**config.mk**
```make
export PLATFORM = sky130hd
export DESIGN_NAME = power_monitor_adc_sequencer
export DESIGN_NICKNAME = d
export VERILOG_FILES = /design/src/power_monitor_pkg.sv /design/src/power_monitor_adc_sequencer.sv
export VERILOG_INCLUDE_DIRS = /design/src
export SDC_FILE = /design/constraint.sdc
export NUM_CORES = 2
export LEC_CHECK = 0
export ABC_CLOCK_PERIOD_IN_PS = 24800
export BUFFER_PORTS_ARGS = -buffer_cell sky130_fd_sc_hd__buf_4
export CELL_PAD_IN_SITES_DETAIL_PLACEMENT = 0
export CELL_PAD_IN_SITES_GLOBAL_PLACEMENT = 1
export CORE_MARGIN = 8
export CORE_UTILIZATION = 45
export DETAILED_ROUTE_END_ITERATION = 10
export MAX_ROUTING_LAYER = met4
export PLACE_DENSITY = 0.74
export SLEW_MARGIN = 25
export SYNTH_ARGS = -nofsm -noshare
export SYNTH_HDL_FRONTEND = slang
export SYNTH_MEMORY_MAX_BITS = 65536
export SYNTH_SLANG_ARGS = --single-unit
```
**constraint.sdc**
```tcl
create_clock -name mclk -period 24.8 [get_ports mclk]
set_clock_uncertainty 0.15 [all_clocks]
set_input_delay 3.72 -clock mclk [delete_from_list [all_inputs] [get_ports mclk]]
set_output_delay 3.72 -clock mclk [all_outputs]
set_load 0.02 [all_outputs]
```
**src/power_monitor_cfg.svh**
```systemverilog
// Register map, field positions, reset values and timing figures of the power monitor sequencer
`ifndef POWER_MONITOR_CFG_SVH
`define POWER_MONITOR_CFG_SVH

// ==========================================================================
// Register addresses
`define REG_ADDR_W 6
`define ADDR_CONVERTER_CFG 6'h01
`define ADDR_BUS_VOLTAGE 6'h05
`define ADDR_DIE_TEMP 6'h06
`define ADDR_CURRENT 6'h07
`define ADDR_POWER 6'h08

// ==========================================================================
// Converter configuration fields and reset
`define CFG_RESET 16'hFB68
`define CFG_MODE_MSB 15
`define CFG_MODE_LSB 12
`define CFG_BUS_CT_MSB 11
`define CFG_BUS_CT_LSB 9
`define CFG_SHUNT_CT_MSB 8
`define CFG_SHUNT_CT_LSB 6
`define CFG_TEMP_CT_MSB 5
`define CFG_TEMP_CT_LSB 3
`define CFG_AVG_MSB 2
`define CFG_AVG_LSB 0

// ==========================================================================
// Result layout
`define TEMP_PAD_BITS 4
`define POWER_SHIFT 6
`define ACC_W 27

// ==========================================================================
// Timing
`define MCLK_MHZ 100
`define DELAY_STEP_MS 2
`define CT_US_0 50
`define CT_US_1 84
`define CT_US_2 150
`define CT_US_3 280
`define CT_US_4 540
`define CT_US_5 1052
`define CT_US_6 2074
`define CT_US_7 4120

`endif

```
**src/power_monitor_pkg.sv**
```systemverilog
// Types shared by the power monitor sequencer and its users
package power_monitor_pkg;

  // ==========================================================================
  // Register port request
  typedef struct packed {
    logic wr;
    logic rd;
    logic [5:0] addr;
    logic [15:0] wdata;
  } reg_req_t;

  // ==========================================================================
  // Raw samples from the measurement front end
  typedef struct packed {
    logic [15:0] bus;
    logic [15:0] current;
    logic [11:0] temp;
  } sample_t;

  typedef enum logic [3:0] {
    ST_IDLE = 4'h1,
    ST_DELAY = 4'h2,
    ST_CONV = 4'h4,
    ST_UPDATE = 4'h8
  } seq_state_t;

  typedef enum logic [1:0] {
    CH_TEMP = 2'h0,
    CH_CURRENT = 2'h1,
    CH_BUS = 2'h2,
    CH_NONE = 2'h3
  } chan_t;

  typedef struct packed {
    logic continuous;
    logic active;
    logic [2:0] en;
  } mode_dec_t;

endpackage : power_monitor_pkg

```
**src/power_monitor_adc_sequencer.sv**
```systemverilog
// Measurement sequencer, averaging and result registers of the power monitor
// Function
// RULE1: Mode field bits 15-12, resets all ones
// RULE2: Codes 0h/8h shutdown; 1h single bus conversion
// RULE3: Codes 4h-7h single temperature-based passes
// RULE4: Codes 9h, Ch-Fh convert continuously
// RULE5: Bus conversion time field, eight steps
// RULE6: Shunt conversion time field, same encoding
// RULE7: Temperature conversion time field, same encoding
// RULE8: Current takes shunt plus temperature time
// RULE9: Averaging field sets sample count 1-1024
// RULE10: Results update only after full averaging
// RULE11: Bus voltage result, never negative
// RULE12: Temperature in bits 15-4, low zero
// RULE13: Current result 16-bit two's complement
// RULE14: Power result 24-bit unsigned
// RULE15: Initial conversion delay in 2 ms steps
// RULE16: Host avoids reserved mode codes
// RULE17: Writes to result registers ignored
`timescale 1ns/1ps
`include "power_monitor_cfg.svh"

module power_monitor_adc_sequencer import power_monitor_pkg::*; #(
  parameter int CYCLES_PER_US = `MCLK_MHZ,
  parameter int DELAY_STEP_CYCLES = `DELAY_STEP_MS * 1000 * `MCLK_MHZ
) (
  input wire logic mclk,
  input wire logic rst_n,
  input wire reg_req_t reg_req,
  output logic [23:0] reg_rdata,
  input wire logic [7:0] initial_conversion_delay,
  input wire sample_t sample,
  output chan_t adc_chan,
  output logic adc_busy
);

  // ==========================================================================
  // Helpers
  function automatic mode_dec_t decode_mode(input logic [3:0] m);
    mode_dec_t d;
    d = '0;
    // Reserved codes fall to shutdown
    unique case (m)
      4'h1: d = '{1'b0, 1'b1, 3'h4}; // RULE2
      4'h4: d = '{1'b0, 1'b1, 3'h1}; // RULE3
      4'h5: d = '{1'b0, 1'b1, 3'h5}; // RULE3
      4'h6: d = '{1'b0, 1'b1, 3'h3}; // RULE3
      4'h7: d = '{1'b0, 1'b1, 3'h7}; // RULE3
      4'h9: d = '{1'b1, 1'b1, 3'h4}; // RULE4
      4'hC: d = '{1'b1, 1'b1, 3'h1}; // RULE4
      4'hD: d = '{1'b1, 1'b1, 3'h5}; // RULE4
      4'hE: d = '{1'b1, 1'b1, 3'h3}; // RULE4
      4'hF: d = '{1'b1, 1'b1, 3'h7}; // RULE4
      default: d = '0; // RULE2 RULE16
    endcase
    return d;
  endfunction : decode_mode

  function automatic logic [31:0] conv_cycles(input logic [2:0] ct);
    int us;
    us = `CT_US_0;
    unique case (ct)
      3'h0: us = `CT_US_0;
      3'h1: us = `CT_US_1;
      3'h2: us = `CT_US_2;
      3'h3: us = `CT_US_3;
      3'h4: us = `CT_US_4;
      3'h5: us = `CT_US_5;
      3'h6: us = `CT_US_6;
      3'h7: us = `CT_US_7;
    endcase
    return 32'(us * CYCLES_PER_US); // RULE5 RULE6 RULE7
  endfunction : conv_cycles

  function automatic logic [3:0] avg_shift(input logic [2:0] code);
    logic [3:0] s;
    s = 4'h0;
    unique case (code)
      3'h0: s = 4'h0;
      3'h1: s = 4'h2;
      3'h2: s = 4'h4;
      3'h3: s = 4'h6;
      3'h4: s = 4'h7;
      3'h5: s = 4'h8;
      3'h6: s = 4'h9;
      3'h7: s = 4'hA;
    endcase
    return s; // RULE9
  endfunction : avg_shift

  function automatic chan_t next_chan(input logic [2:0] en, input logic [2:0] from);
    chan_t c;
    c = CH_NONE;
    for (int i = 2; i >= 0; i--) begin
      if (en[i] && 3'(i) >= from) begin
        c = chan_t'(2'(i));
      end
    end
    return c;
  endfunction : next_chan

  // ==========================================================================
  // Configuration register
  logic [15:0] cfg_r;
  logic cfg_wr;
  mode_dec_t md;
  logic [2:0] bus_ct;
  logic [2:0] shunt_ct;
  logic [2:0] temp_ct;
  logic [3:0] shift;
  logic [9:0] last_round;

  assign cfg_wr = reg_req.wr && reg_req.addr == `ADDR_CONVERTER_CFG;
  assign md = decode_mode(cfg_r[`CFG_MODE_MSB:`CFG_MODE_LSB]);
  assign bus_ct = cfg_r[`CFG_BUS_CT_MSB:`CFG_BUS_CT_LSB];
  assign shunt_ct = cfg_r[`CFG_SHUNT_CT_MSB:`CFG_SHUNT_CT_LSB];
  assign temp_ct = cfg_r[`CFG_TEMP_CT_MSB:`CFG_TEMP_CT_LSB];
  assign shift = avg_shift(cfg_r[`CFG_AVG_MSB:`CFG_AVG_LSB]);
  assign last_round = 10'((11'h001 << shift) - 11'h001);

  always_ff @(posedge mclk or negedge rst_n) begin
    if (!rst_n) begin
      cfg_r <= `CFG_RESET; // RULE1
    end else if (cfg_wr) begin
      cfg_r <= reg_req.wdata; // RULE1
    end
  end

  function automatic logic [31:0] chan_cycles(input chan_t c);
    logic [31:0] n;
    n = conv_cycles(bus_ct); // RULE5
    if (c == CH_TEMP) begin
      n = conv_cycles(temp_ct); // RULE7
    end else if (c == CH_CURRENT) begin
      n = conv_cycles(shunt_ct) + conv_cycles(temp_ct); // RULE6 RULE8
    end
    return n - 32'h1;
  endfunction : chan_cycles

  // ==========================================================================
  // Sequencer
  seq_state_t state_r;
  seq_state_t state_nxt;
  logic [31:0] timer_r;
  logic [31:0] timer_nxt;
  chan_t ch_r;
  chan_t ch_nxt;
  logic [9:0] round_r;
  logic [9:0] round_nxt;
  logic pend_r;
  logic pend_nxt;
  logic acc_clr;
  logic acc_take;
  chan_t first_ch;
  chan_t after_ch;
  mode_dec_t wr_md;

  assign wr_md = decode_mode(reg_req.wdata[`CFG_MODE_MSB:`CFG_MODE_LSB]);
  assign first_ch = next_chan(md.en, 3'h0);
  assign after_ch = next_chan(md.en, 3'(ch_r) + 3'h1);

  always_comb begin
    state_nxt = state_r;
    timer_nxt = timer_r;
    ch_nxt = ch_r;
    round_nxt = round_r;
    pend_nxt = pend_r;
    acc_clr = 1'b0;
    acc_take = 1'b0;
    if (cfg_wr) begin
      // A write aborts any pass; a triggered code arms one new pass
      state_nxt = ST_IDLE;
      ch_nxt = CH_NONE;
      pend_nxt = wr_md.active;
    end else begin
      unique case (state_r)
        ST_IDLE: begin
          if (pend_r && md.active) begin
            state_nxt = ST_DELAY;
            timer_nxt = 32'(initial_conversion_delay) * 32'(DELAY_STEP_CYCLES); // RULE15
            pend_nxt = 1'b0;
          end
        end
        ST_DELAY: begin
          if (timer_r == 32'h0) begin
            state_nxt = ST_CONV;
            ch_nxt = first_ch;
            timer_nxt = chan_cycles(first_ch);
            round_nxt = 10'h000;
            acc_clr = 1'b1;
          end else begin
            timer_nxt = timer_r - 32'h1; // RULE15
          end
        end
        ST_CONV: begin
          if (timer_r == 32'h0) begin
            acc_take = 1'b1;
            if (after_ch != CH_NONE) begin
              ch_nxt = after_ch;
              timer_nxt = chan_cycles(after_ch);
            end else if (round_r == last_round) begin
              state_nxt = ST_UPDATE; // RULE10
              ch_nxt = CH_NONE;
            end else begin
              round_nxt = round_r + 10'h001; // RULE9
              ch_nxt = first_ch;
              timer_nxt = chan_cycles(first_ch);
            end
          end else begin
            timer_nxt = timer_r - 32'h1;
          end
        end
        ST_UPDATE: begin
          if (md.continuous) begin
            state_nxt = ST_CONV; // RULE4
            ch_nxt = first_ch;
            timer_nxt = chan_cycles(first_ch);
            round_nxt = 10'h000;
            acc_clr = 1'b1;
          end else begin
            state_nxt = ST_IDLE; // RULE2 RULE3
          end
        end
      endcase
    end
  end

  always_ff @(posedge mclk or negedge rst_n) begin
    if (!rst_n) begin
      state_r <= ST_IDLE;
      timer_r <= 32'h0;
      ch_r <= CH_NONE;
      round_r <= 10'h000;
      // Reset mode is continuous, so the first pass is armed
      pend_r <= 1'b1;
    end else begin
      state_r <= state_nxt;
      timer_r <= timer_nxt;
      ch_r <= ch_nxt;
      round_r <= round_nxt;
      pend_r <= pend_nxt;
    end
  end

  // ==========================================================================
  // Averaging accumulators
  logic signed [`ACC_W-1:0] acc_r [3];
  logic signed [`ACC_W-1:0] smp_ext;

  always_comb begin
    smp_ext = `ACC_W'(signed'(sample.bus));
    if (ch_r == CH_TEMP) begin
      smp_ext = `ACC_W'(signed'(sample.temp));
    end else if (ch_r == CH_CURRENT) begin
      smp_ext = `ACC_W'(signed'(sample.current));
    end
  end

  always_ff @(posedge mclk or negedge rst_n) begin
    if (!rst_n) begin
      for (int i = 0; i < 3; i++) begin
        acc_r[i] <= '0;
      end
    end else if (acc_clr) begin
      for (int i = 0; i < 3; i++) begin
        acc_r[i] <= '0;
      end
    end else if (acc_take) begin
      acc_r[ch_r] <= acc_r[ch_r] + smp_ext; // RULE9
    end
  end

  // ==========================================================================
  // Result registers
  logic [15:0] bus_res_r;
  logic [11:0] temp_res_r;
  logic [15:0] cur_res_r;
  logic [23:0] pwr_res_r;
  logic signed [`ACC_W-1:0] bus_avg;
  logic signed [`ACC_W-1:0] temp_avg;
  logic signed [`ACC_W-1:0] cur_avg;
  logic [15:0] bus_new;
  logic [15:0] cur_new;
  logic [16:0] cur_mag;
  logic [32:0] pwr_prod;
  logic [26:0] pwr_scaled;
  logic upd;

  assign upd = state_r == ST_UPDATE;
  assign bus_avg = acc_r[CH_BUS] >>> shift;
  assign temp_avg = acc_r[CH_TEMP] >>> shift;
  assign cur_avg = acc_r[CH_CURRENT] >>> shift;
  // Negative offsets near 0 V would otherwise read as huge voltages
  assign bus_new = !md.en[CH_BUS] ? bus_res_r : bus_avg[`ACC_W-1] ? 16'h0000 : bus_avg[15:0]; // RULE11
  assign cur_new = md.en[CH_CURRENT] ? cur_avg[15:0] : cur_res_r; // RULE13
  assign cur_mag = cur_new[15] ? 17'(~{1'b1, cur_new} + 17'h00001) : {1'b0, cur_new};
  assign pwr_prod = 33'(bus_new) * 33'(cur_mag);
  assign pwr_scaled = pwr_prod[32:`POWER_SHIFT];

  // Results move only here, once the whole averaging pass is done
  always_ff @(posedge mclk or negedge rst_n) begin
    if (!rst_n) begin
      bus_res_r <= 16'h0000;
      temp_res_r <= 12'h000;
      cur_res_r <= 16'h0000;
      pwr_res_r <= 24'h000000;
    end else if (upd) begin
      bus_res_r <= bus_new; // RULE10 RULE11
      cur_res_r <= cur_new; // RULE13
      if (md.en[CH_TEMP]) begin
        temp_res_r <= temp_avg[11:0]; // RULE12
      end
      if (md.en[CH_BUS] || md.en[CH_CURRENT]) begin
        // Saturate rather than wrap on overrange
        pwr_res_r <= |pwr_scaled[26:24] ? 24'hFFFFFF : pwr_scaled[23:0]; // RULE14
      end
    end
  end

  // ==========================================================================
  // Read port and status outputs
  always_ff @(posedge mclk or negedge rst_n) begin
    if (!rst_n) begin
      reg_rdata <= 24'h000000;
    end else if (reg_req.rd) begin
      unique case (reg_req.addr)
        `ADDR_CONVERTER_CFG: reg_rdata <= {8'h00, cfg_r};
        `ADDR_BUS_VOLTAGE: reg_rdata <= {8'h00, bus_res_r};
        `ADDR_DIE_TEMP: reg_rdata <= {8'h00, temp_res_r, `TEMP_PAD_BITS'h0}; // RULE12
        `ADDR_CURRENT: reg_rdata <= {8'h00, cur_res_r};
        `ADDR_POWER: reg_rdata <= pwr_res_r;
        default: reg_rdata <= 24'h000000;
      endcase
    end
  end

  always_ff @(posedge mclk or negedge rst_n) begin
    if (!rst_n) begin
      adc_chan <= CH_NONE;
      adc_busy <= 1'b0;
    end else begin
      adc_chan <= ch_nxt;
      adc_busy <= state_nxt != ST_IDLE;
    end
  end
endmodule : power_monitor_adc_sequencer

```
# Yosys cells after proc, flatten, opt, wreduce, memory -nomap -nowiden
# Memories as Yosys holds them, arrays and structs flattened.
# Index checks and enable logic that the tools add are counted.
dict set report classes {
  mux 162
  order_cmp 5
  shift 4
  reduce_logical 23
  add_sub_neg 14
  mul 18
  bitwise 3
  eq_ne 25
}
# operator count
set ops {}
lappend ops {{32-bit two-way mux} 109}
lappend ops {{32-bit by 6-bit multiplier with 30-bit output (second input constant)} 16}
lappend ops {{81-bit two-way mux} 2}
lappend ops {{32-bit by 1-bit subtractor with 32-bit output (second input constant)} 5}
lappend ops {{27-bit two-way mux} 5}
lappend ops {{32-bit adder} 4}
lappend ops {{32-bit one-hot mux with 4 select lines} 1}
lappend ops {{24-bit one-hot mux with 5 select lines} 1}
lappend ops {{81-bit bitwise mux} 1}
lappend ops {{27-bit binary-select mux with 2-bit select} 1}
lappend ops {{27-bit demux with 2-bit select} 1}
lappend ops {{10-bit two-way mux} 5}
lappend ops {{16-bit two-way mux} 3}
lappend ops {{16-bit by 17-bit multiplier with 33-bit output} 1}
lappend ops {{32-bit logical NOT} 1}
lappend ops {{10-bit one-hot mux with 3 select lines} 1}
lappend ops {{27-bit adder} 1}
lappend ops {{27-bit by 4-bit >>> shifter with 12-bit output} 1}
lappend ops {{27-bit by 4-bit >>> shifter with 16-bit output} 1}
lappend ops {{27-bit by 4-bit >>> shifter with 27-bit output} 1}
lappend ops {{24-bit two-way mux} 1}
lappend ops {{4-bit two-way mux} 6}
lappend ops {{8-bit by 12-bit multiplier with 20-bit output (second input constant)} 1}
lappend ops {{2-bit two-way mux} 10}
lappend ops {{41 further kinds} 75}
dict set report word_totals {
  memories 19
  romBits 1600
  inputBits 78
  elab_cells 288
  out_inout_bits 27
  register_bits 239
}
# memory depth word_bits read_ports rd_clocked_by_memory_dff write_ports line_no
set mem_list {}
lappend mem_list {{(name not given)} 8 11 1 0 0 power_monitor_adc_sequencer.sv:62} ;# unique case (ct)
lappend mem_list {{(name not given)} 8 11 1 0 0 power_monitor_adc_sequencer.sv:62}
lappend mem_list {{(name not given)} 8 11 1 0 0 power_monitor_adc_sequencer.sv:62}
lappend mem_list {{(name not given)} 8 11 1 0 0 power_monitor_adc_sequencer.sv:62}
lappend mem_list {{(name not given)} 8 11 1 0 0 power_monitor_adc_sequencer.sv:62}
lappend mem_list {{(name not given)} 8 11 1 0 0 power_monitor_adc_sequencer.sv:62}
lappend mem_list {{+13 memories} - - - - - -}

# Longest topological paths before layout
# An unclocked memory read counts as a cell.
dict set report depth {
  ltp_word 26
  depth_mapped 41
  depth_no_buf 37
}

# Worst setup path before layout
# OpenSTA, ideal clock, no wires.
dict set report synth_path {
  path_type {register to register}
  startpoint {reg cfg_r[0]}
  endpoint {reg pwr_res_r[10]}
  setup_ps 121
  required_ps 24529
  n_path_buf 4
  period_less_slack_ps 10227
  arrival_time_ps 9956
  path_stages_with_launch 38
  slack_ps 14573
  cell_sequence {dfrtp_1 > buf_2 > inv_1 > ha_1 > and2_1 > nor2_1 > buf_2 > mux4_2 > and2_1 > a211oi_1 > a21oi_1 > mux2i_1 > and3_1 > nand4_1 > o31ai_1 > xor2_1 > clkbuf_1 > nand2_1 > [2 not listed] > fa_1 > inv_1 > fa_1 > fa_1 > inv_1 > fa_1 > inv_1 > ha_1 > a21o_1 > a21o_1 > a21oi_1 > o21ai_0 > a22oi_1 > a21oi_1 > or4b_1 > a221o_1 > buf_2 > o22a_1}
}
dict set report synth_between {
  elab_chain_len 9
  elab_cells_between_ends 12
  cone_classes {add/sub (1); mul (1); shift (2); mux (5); bitwise (1); reduce/logical (1); memory (1)}
}
# element line_no
set synth_rtl {}
lappend synth_rtl {{start: declaration} power_monitor_adc_sequencer.sv:104} ;# logic [15:0] cfg_r;
lappend synth_rtl {{start signal: assignment} power_monitor_adc_sequencer.sv:123} ;# cfg_r <= `CFG_RESET;
lappend synth_rtl {{start signal: assignment} power_monitor_adc_sequencer.sv:125} ;# cfg_r <= reg_req.wdata;
lappend synth_rtl {{memory read 8 x 4 bit *} -}
lappend synth_rtl {{27-bit by 4-bit >>> shifter with 16-bit output} power_monitor_adc_sequencer.sv:292} ;# assign cur_avg = acc_r[CH_CURRENT] >>> shift;
lappend synth_rtl {{16-bit two-way mux} power_monitor_adc_sequencer.sv:295} ;# assign cur_new = md.en[CH_CURRENT] ? cur_avg[15:0] : cur_res_r;
lappend synth_rtl {{17-bit inverter} power_monitor_adc_sequencer.sv:296} ;# assign cur_mag = cur_new[15] ? 17'(~{1'b1, cur_new} + 17'h00001) : {1'b0, cur_new};
lappend synth_rtl {{17-bit by 1-bit adder with 17-bit output} power_monitor_adc_sequencer.sv:296}
lappend synth_rtl {{17-bit two-way mux} power_monitor_adc_sequencer.sv:296}
lappend synth_rtl {{16-bit by 17-bit multiplier with 33-bit output *} power_monitor_adc_sequencer.sv:297} ;# assign pwr_prod = 33'(bus_new) * 33'(cur_mag);
lappend synth_rtl {{3-bit OR reduction} power_monitor_adc_sequencer.sv:315} ;# pwr_res_r <= |pwr_scaled[26:24] ? 24'hFFFFFF : pwr_scaled[23:0];
lappend synth_rtl {{24-bit two-way mux *} power_monitor_adc_sequencer.sv:315}
lappend synth_rtl {{end signal: assignment} power_monitor_adc_sequencer.sv:315}
lappend synth_rtl {{end: declaration} power_monitor_adc_sequencer.sv:278} ;# logic [23:0] pwr_res_r;
# Every way passes the cells marked *; elsewhere a longest branch is shown, timed or not.
# A chain may end at the register's enable or synchronous reset.

# Worst setup path after layout
dict set report layout_path {
  startpoint {reg cfg_r[1]}
  endpoint {reg pwr_res_r[22]}
}
# The elaborated chain is that of the path after synthesis.

==> run_results.csv <==
group,metric,value,unit
worst_setup_path,slowest_delay,0.74,ns
synth,synth_area_leaders,"dfrtp_1 (18%), fa_1 (15%), ha_1 (12%)",
sta,fmax,0.08010,GHz
drt,routedWlPerCell,20.62,microns
synth,yosysTopAreaCellShare,0.1803,
power,ir_worst_vdd,0.06020,mV
clock_tree,clockBufferDepth,3,
worst_setup_path,crit_required,25.09,ns
synth,synth_top_area_cell,"dfrtp_1",
placed_design,dp_hpwl,75080,microns
cells_and_area,nFillCells,6819,
cells_and_area,seq_area,0.006002,sq mm
sta,setup_ws,12.32,ns
grt,grt_use_total,0.2552,
placed_design,io_buffers,104,
sta,worst_slew_pin_slew,1.098,ns
power,p_per_area,68.00,mW/mm^2
worst_setup_path,endpoint_kind,"flip-flop",
clock_tree,ctsRootBufferMaster,"clkbuf_16",
sta,setup_viol,0,
floorplanning,coreArea,0.06871,sq mm
clock_tree,cts_setup_buffers,0,
cells_and_area,utilization,0.4959,
drt,dr.first_iter.drc_count,2312,
synth,async_reset_ff_frac,1.000,
clock_tree,clk_pin_slew,0.07,ns
floorplanning,die_y,279.5,microns
drt,dr.pass1.iters,6,
placed_design,gp_congestion,0.9092,
cells_and_area,synthToLayoutAreaGrowth,9.077,%
clock_tree,cts_hold_buf,0,
clock_tree,cts_resized,0,
sta,maxSlewHeadroom,0.2491,
power,p_leak,0.01628,uW
synth,synth_seq_cells,239,
flow_run,drv_cap,0,
drt,vias,27020,
synth,avgSynthCellArea,8.281,sq um
synth,ys_types,103,
run_status,status,"finished, final reports clean",
grt,grt_max_degree,96,
floorplanning,die_x,279.5,microns
worst_setup_path,cp_common_cell,"fa_1",
floorplanning,die_area,0.07810,sq mm
hold_path,hold_class,"flip-flop to flip-flop",
synth,synth_cells,3772,
sta,drv_slew,0,
placed_design,dp.cells,4697,
floorplanning,fp-row-count,96,
cells_and_area,antennaDiodeCount,0,
clock_tree,cts_htree_levels,1,
drt,detail-route-antenna-nets,0,
drt,routed_wl,97970,microns
drt,vias_per_cell,5.687,
cells_and_area,final_nets,4396,
floorplanning,start_util,0.4546,
grt,grt_pass1_vias,26540,
worst_setup_path,slowest_stage,"dfrtp_1",
clock_tree,cts_tree,"done",
clock_tree,clk_latency,0.60,ns
floorplanning,ios,105,
worst_setup_path,setup.worst_path.start_class,"flip-flop",
cells_and_area,multi_input_area,0.02319,sq mm
worst_setup_path,crit_fanout,40,
cells_and_area,final_cell_count_no_fill,4752,
worst_setup_path,worstPathArrival,12.77,ns
placed_design,dp_slack,12.33,ns
sta,fin_setup_tns,0,ns
cells_and_area,drive_above_1_share,0.08767,
synth,yosysSeqAreaShare,0.1920,
grt,antenna_found_initial,0,
worst_setup_path,path_class,"flip-flop to flip-flop",
sta,post-route-min-period,12.48,ns
sta,hold_viol,0,
synth,synth_edf_count,0,
clock_tree,cts_sinks,239,
sta,post-route-period-util,0.5034,
synth,ys.flop_type,"dfrtp_1",
synth,yosys_warnings,0,
synth,netlist_area,0.03124,sq mm
drt,drcViolationCount,0,
grt,grt_remaining_overflow,0,
grt,grt_first_pass_wirelength,156000,microns
clock_tree,cts_buffers,30,
sta,rsz0062_at_grt,"false",
sequential cells by signal (all words and copies together), names as in the netlist:
name        flops
state_r         4
temp_res_r     12
cur_res_r      16
acc_r          81
adc_busy        1
cfg_r          16
bus_res_r      16
adc_chan        2
timer_r        32
pend_r          1
round_r        10
pwr_res_r      24
reg_rdata      24
cells by family after synthesis:
kind of cell / synth area share
and+or+nand+nor: 0.1852
AOI/OAI and AO/OA: 0.1725
buffers and inverters: 0.06954
adders and majority gates: 0.2628
DFF: 0.1920
muxes: 0.07643
xor gates and xnor gates: 0.04122
other: 0.0002404
worst max-delay path, delay by kind of cell, from the launching register on:
kind / cells / cell delay, ns
AOI/OAI and AO/OA: 9 / 2.67
xor gates and xnor gates: 1 / 0.68
adders and majority gates: 8 / 4.03
buffers and inverters: 5 / 1.02
DFF: 1 / 0.74
muxes: 2 / 1.05
and+or+nand+nor: 8 / 1.97
metal layers:
layer | vias up | track usage | share of wire
met2 | 771 | 0.3842 | 0.44
met5 | - | - | 0
met3 | 96 | 0.02979 | 0.060
met1 | 13120 | 0.3723 | 0.49
met4 | 0 | 0.04362 | 0.016
li1 | 13040 | - | -
Yosys cell counts, drive strengths merged (15+ instances only):
library cell / n
a21oi: 184
ha: 293
nor2: 256
mux2: 25
mux4: 15
nor2b: 58
dfrtp: 225
mux2i: 175
a211oi: 32
and3: 51
inv: 363
nor3: 66
clkbuf: 151
and2: 61
xor2: 51
o21ai: 277
xnor2: 96
a31oi: 31
nand3: 112
fa: 227
a21o: 46
o22a: 26
a22oi: 15
buf: 43
or3: 18
or2: 16
o21bai: 20
nand2: 519
o21a: 26
nand2b: 45
power by group:
group | internal (uW) | total [uW] | switching (uW) | leakage, uW
combinational | 481 | 1330 | 854 | 0.0126
sequential | 447 | 514 | 66.8 | 0.00320
clock | 279 | 468 | 189 | 0.000507
total | 1210 | 2320 | 1110 | 0.0163
cell type report:
type,instances,area share
Tap cell,931,0.03419
Clock buffer,35,0.02409
Multi-Input combinational cell,2992,0.6808
Clock inverter,20,0.006794
Sequential cell,239,0.1762
Timing Repair Buffer,170,0.03779
Inverter,365,0.04021
path summary, 6_finish.rpt:
path,cells after the start,from,slack [ns],endpoint
setup / recovery,33,cfg_r[1]$_DFFE_PN0P_,12.32,pwr_res_r[22]$_DFFE_PN0P_
hold / removal,2,cfg_r[15]$_DFFE_PN1P_,0.32,cfg_r[15]$_DFFE_PN1P_
setup reg to reg,33,cfg_r[1]$_DFFE_PN0P_,12.32,pwr_res_r[22]$_DFFE_PN0P_
hold reg to reg,2,cfg_r[15]$_DFFE_PN1P_,0.32,cfg_r[15]$_DFFE_PN1P_
max in group asynchronous,2,rst_n,19.94,acc_r[80]$_DFFE_PN0P_
min in group asynchronous,1,rst_n,3.02,adc_busy$_DFF_PN0_
through the flow:
| stage | area (sq um) | total power, uW | hold slack (ns) |
|---|---|---|---|
| floorplan | 31300 | 1469 | 0.2946 |
| global placement | 33000 | 1830 | 0.3079 |
| detailed placement | 33000 | 1833 | 0.3136 |
| CTS | 34060 | 2312 | 0.3246 |
| global route | 34070 | 2482 | 0.3493 |
| finish | 34070 | 2317 | 0.3194 |
cell usage in the layout (no fill, tap or decap), drive strengths merged, types with 18 or more instances in the layout:
cell      n
a211oi   32
a21o     46
a21oi   184
a31oi    31
and2     61
and3     51
buf     170
clkbuf   35
conb     20
dfrtp   225
fa      227
ha      293
inv     366
mux2     25
mux2i   175
nand2   519
nand2b   45
nand3   112
nor2    256
nor2b    58
nor3     66
o21a     26
o21ai   277
o21bai   20
o22a     26
or3      18
xnor2    96
xor2     51
No activity file was read; power rests on OpenSTA's default activity.
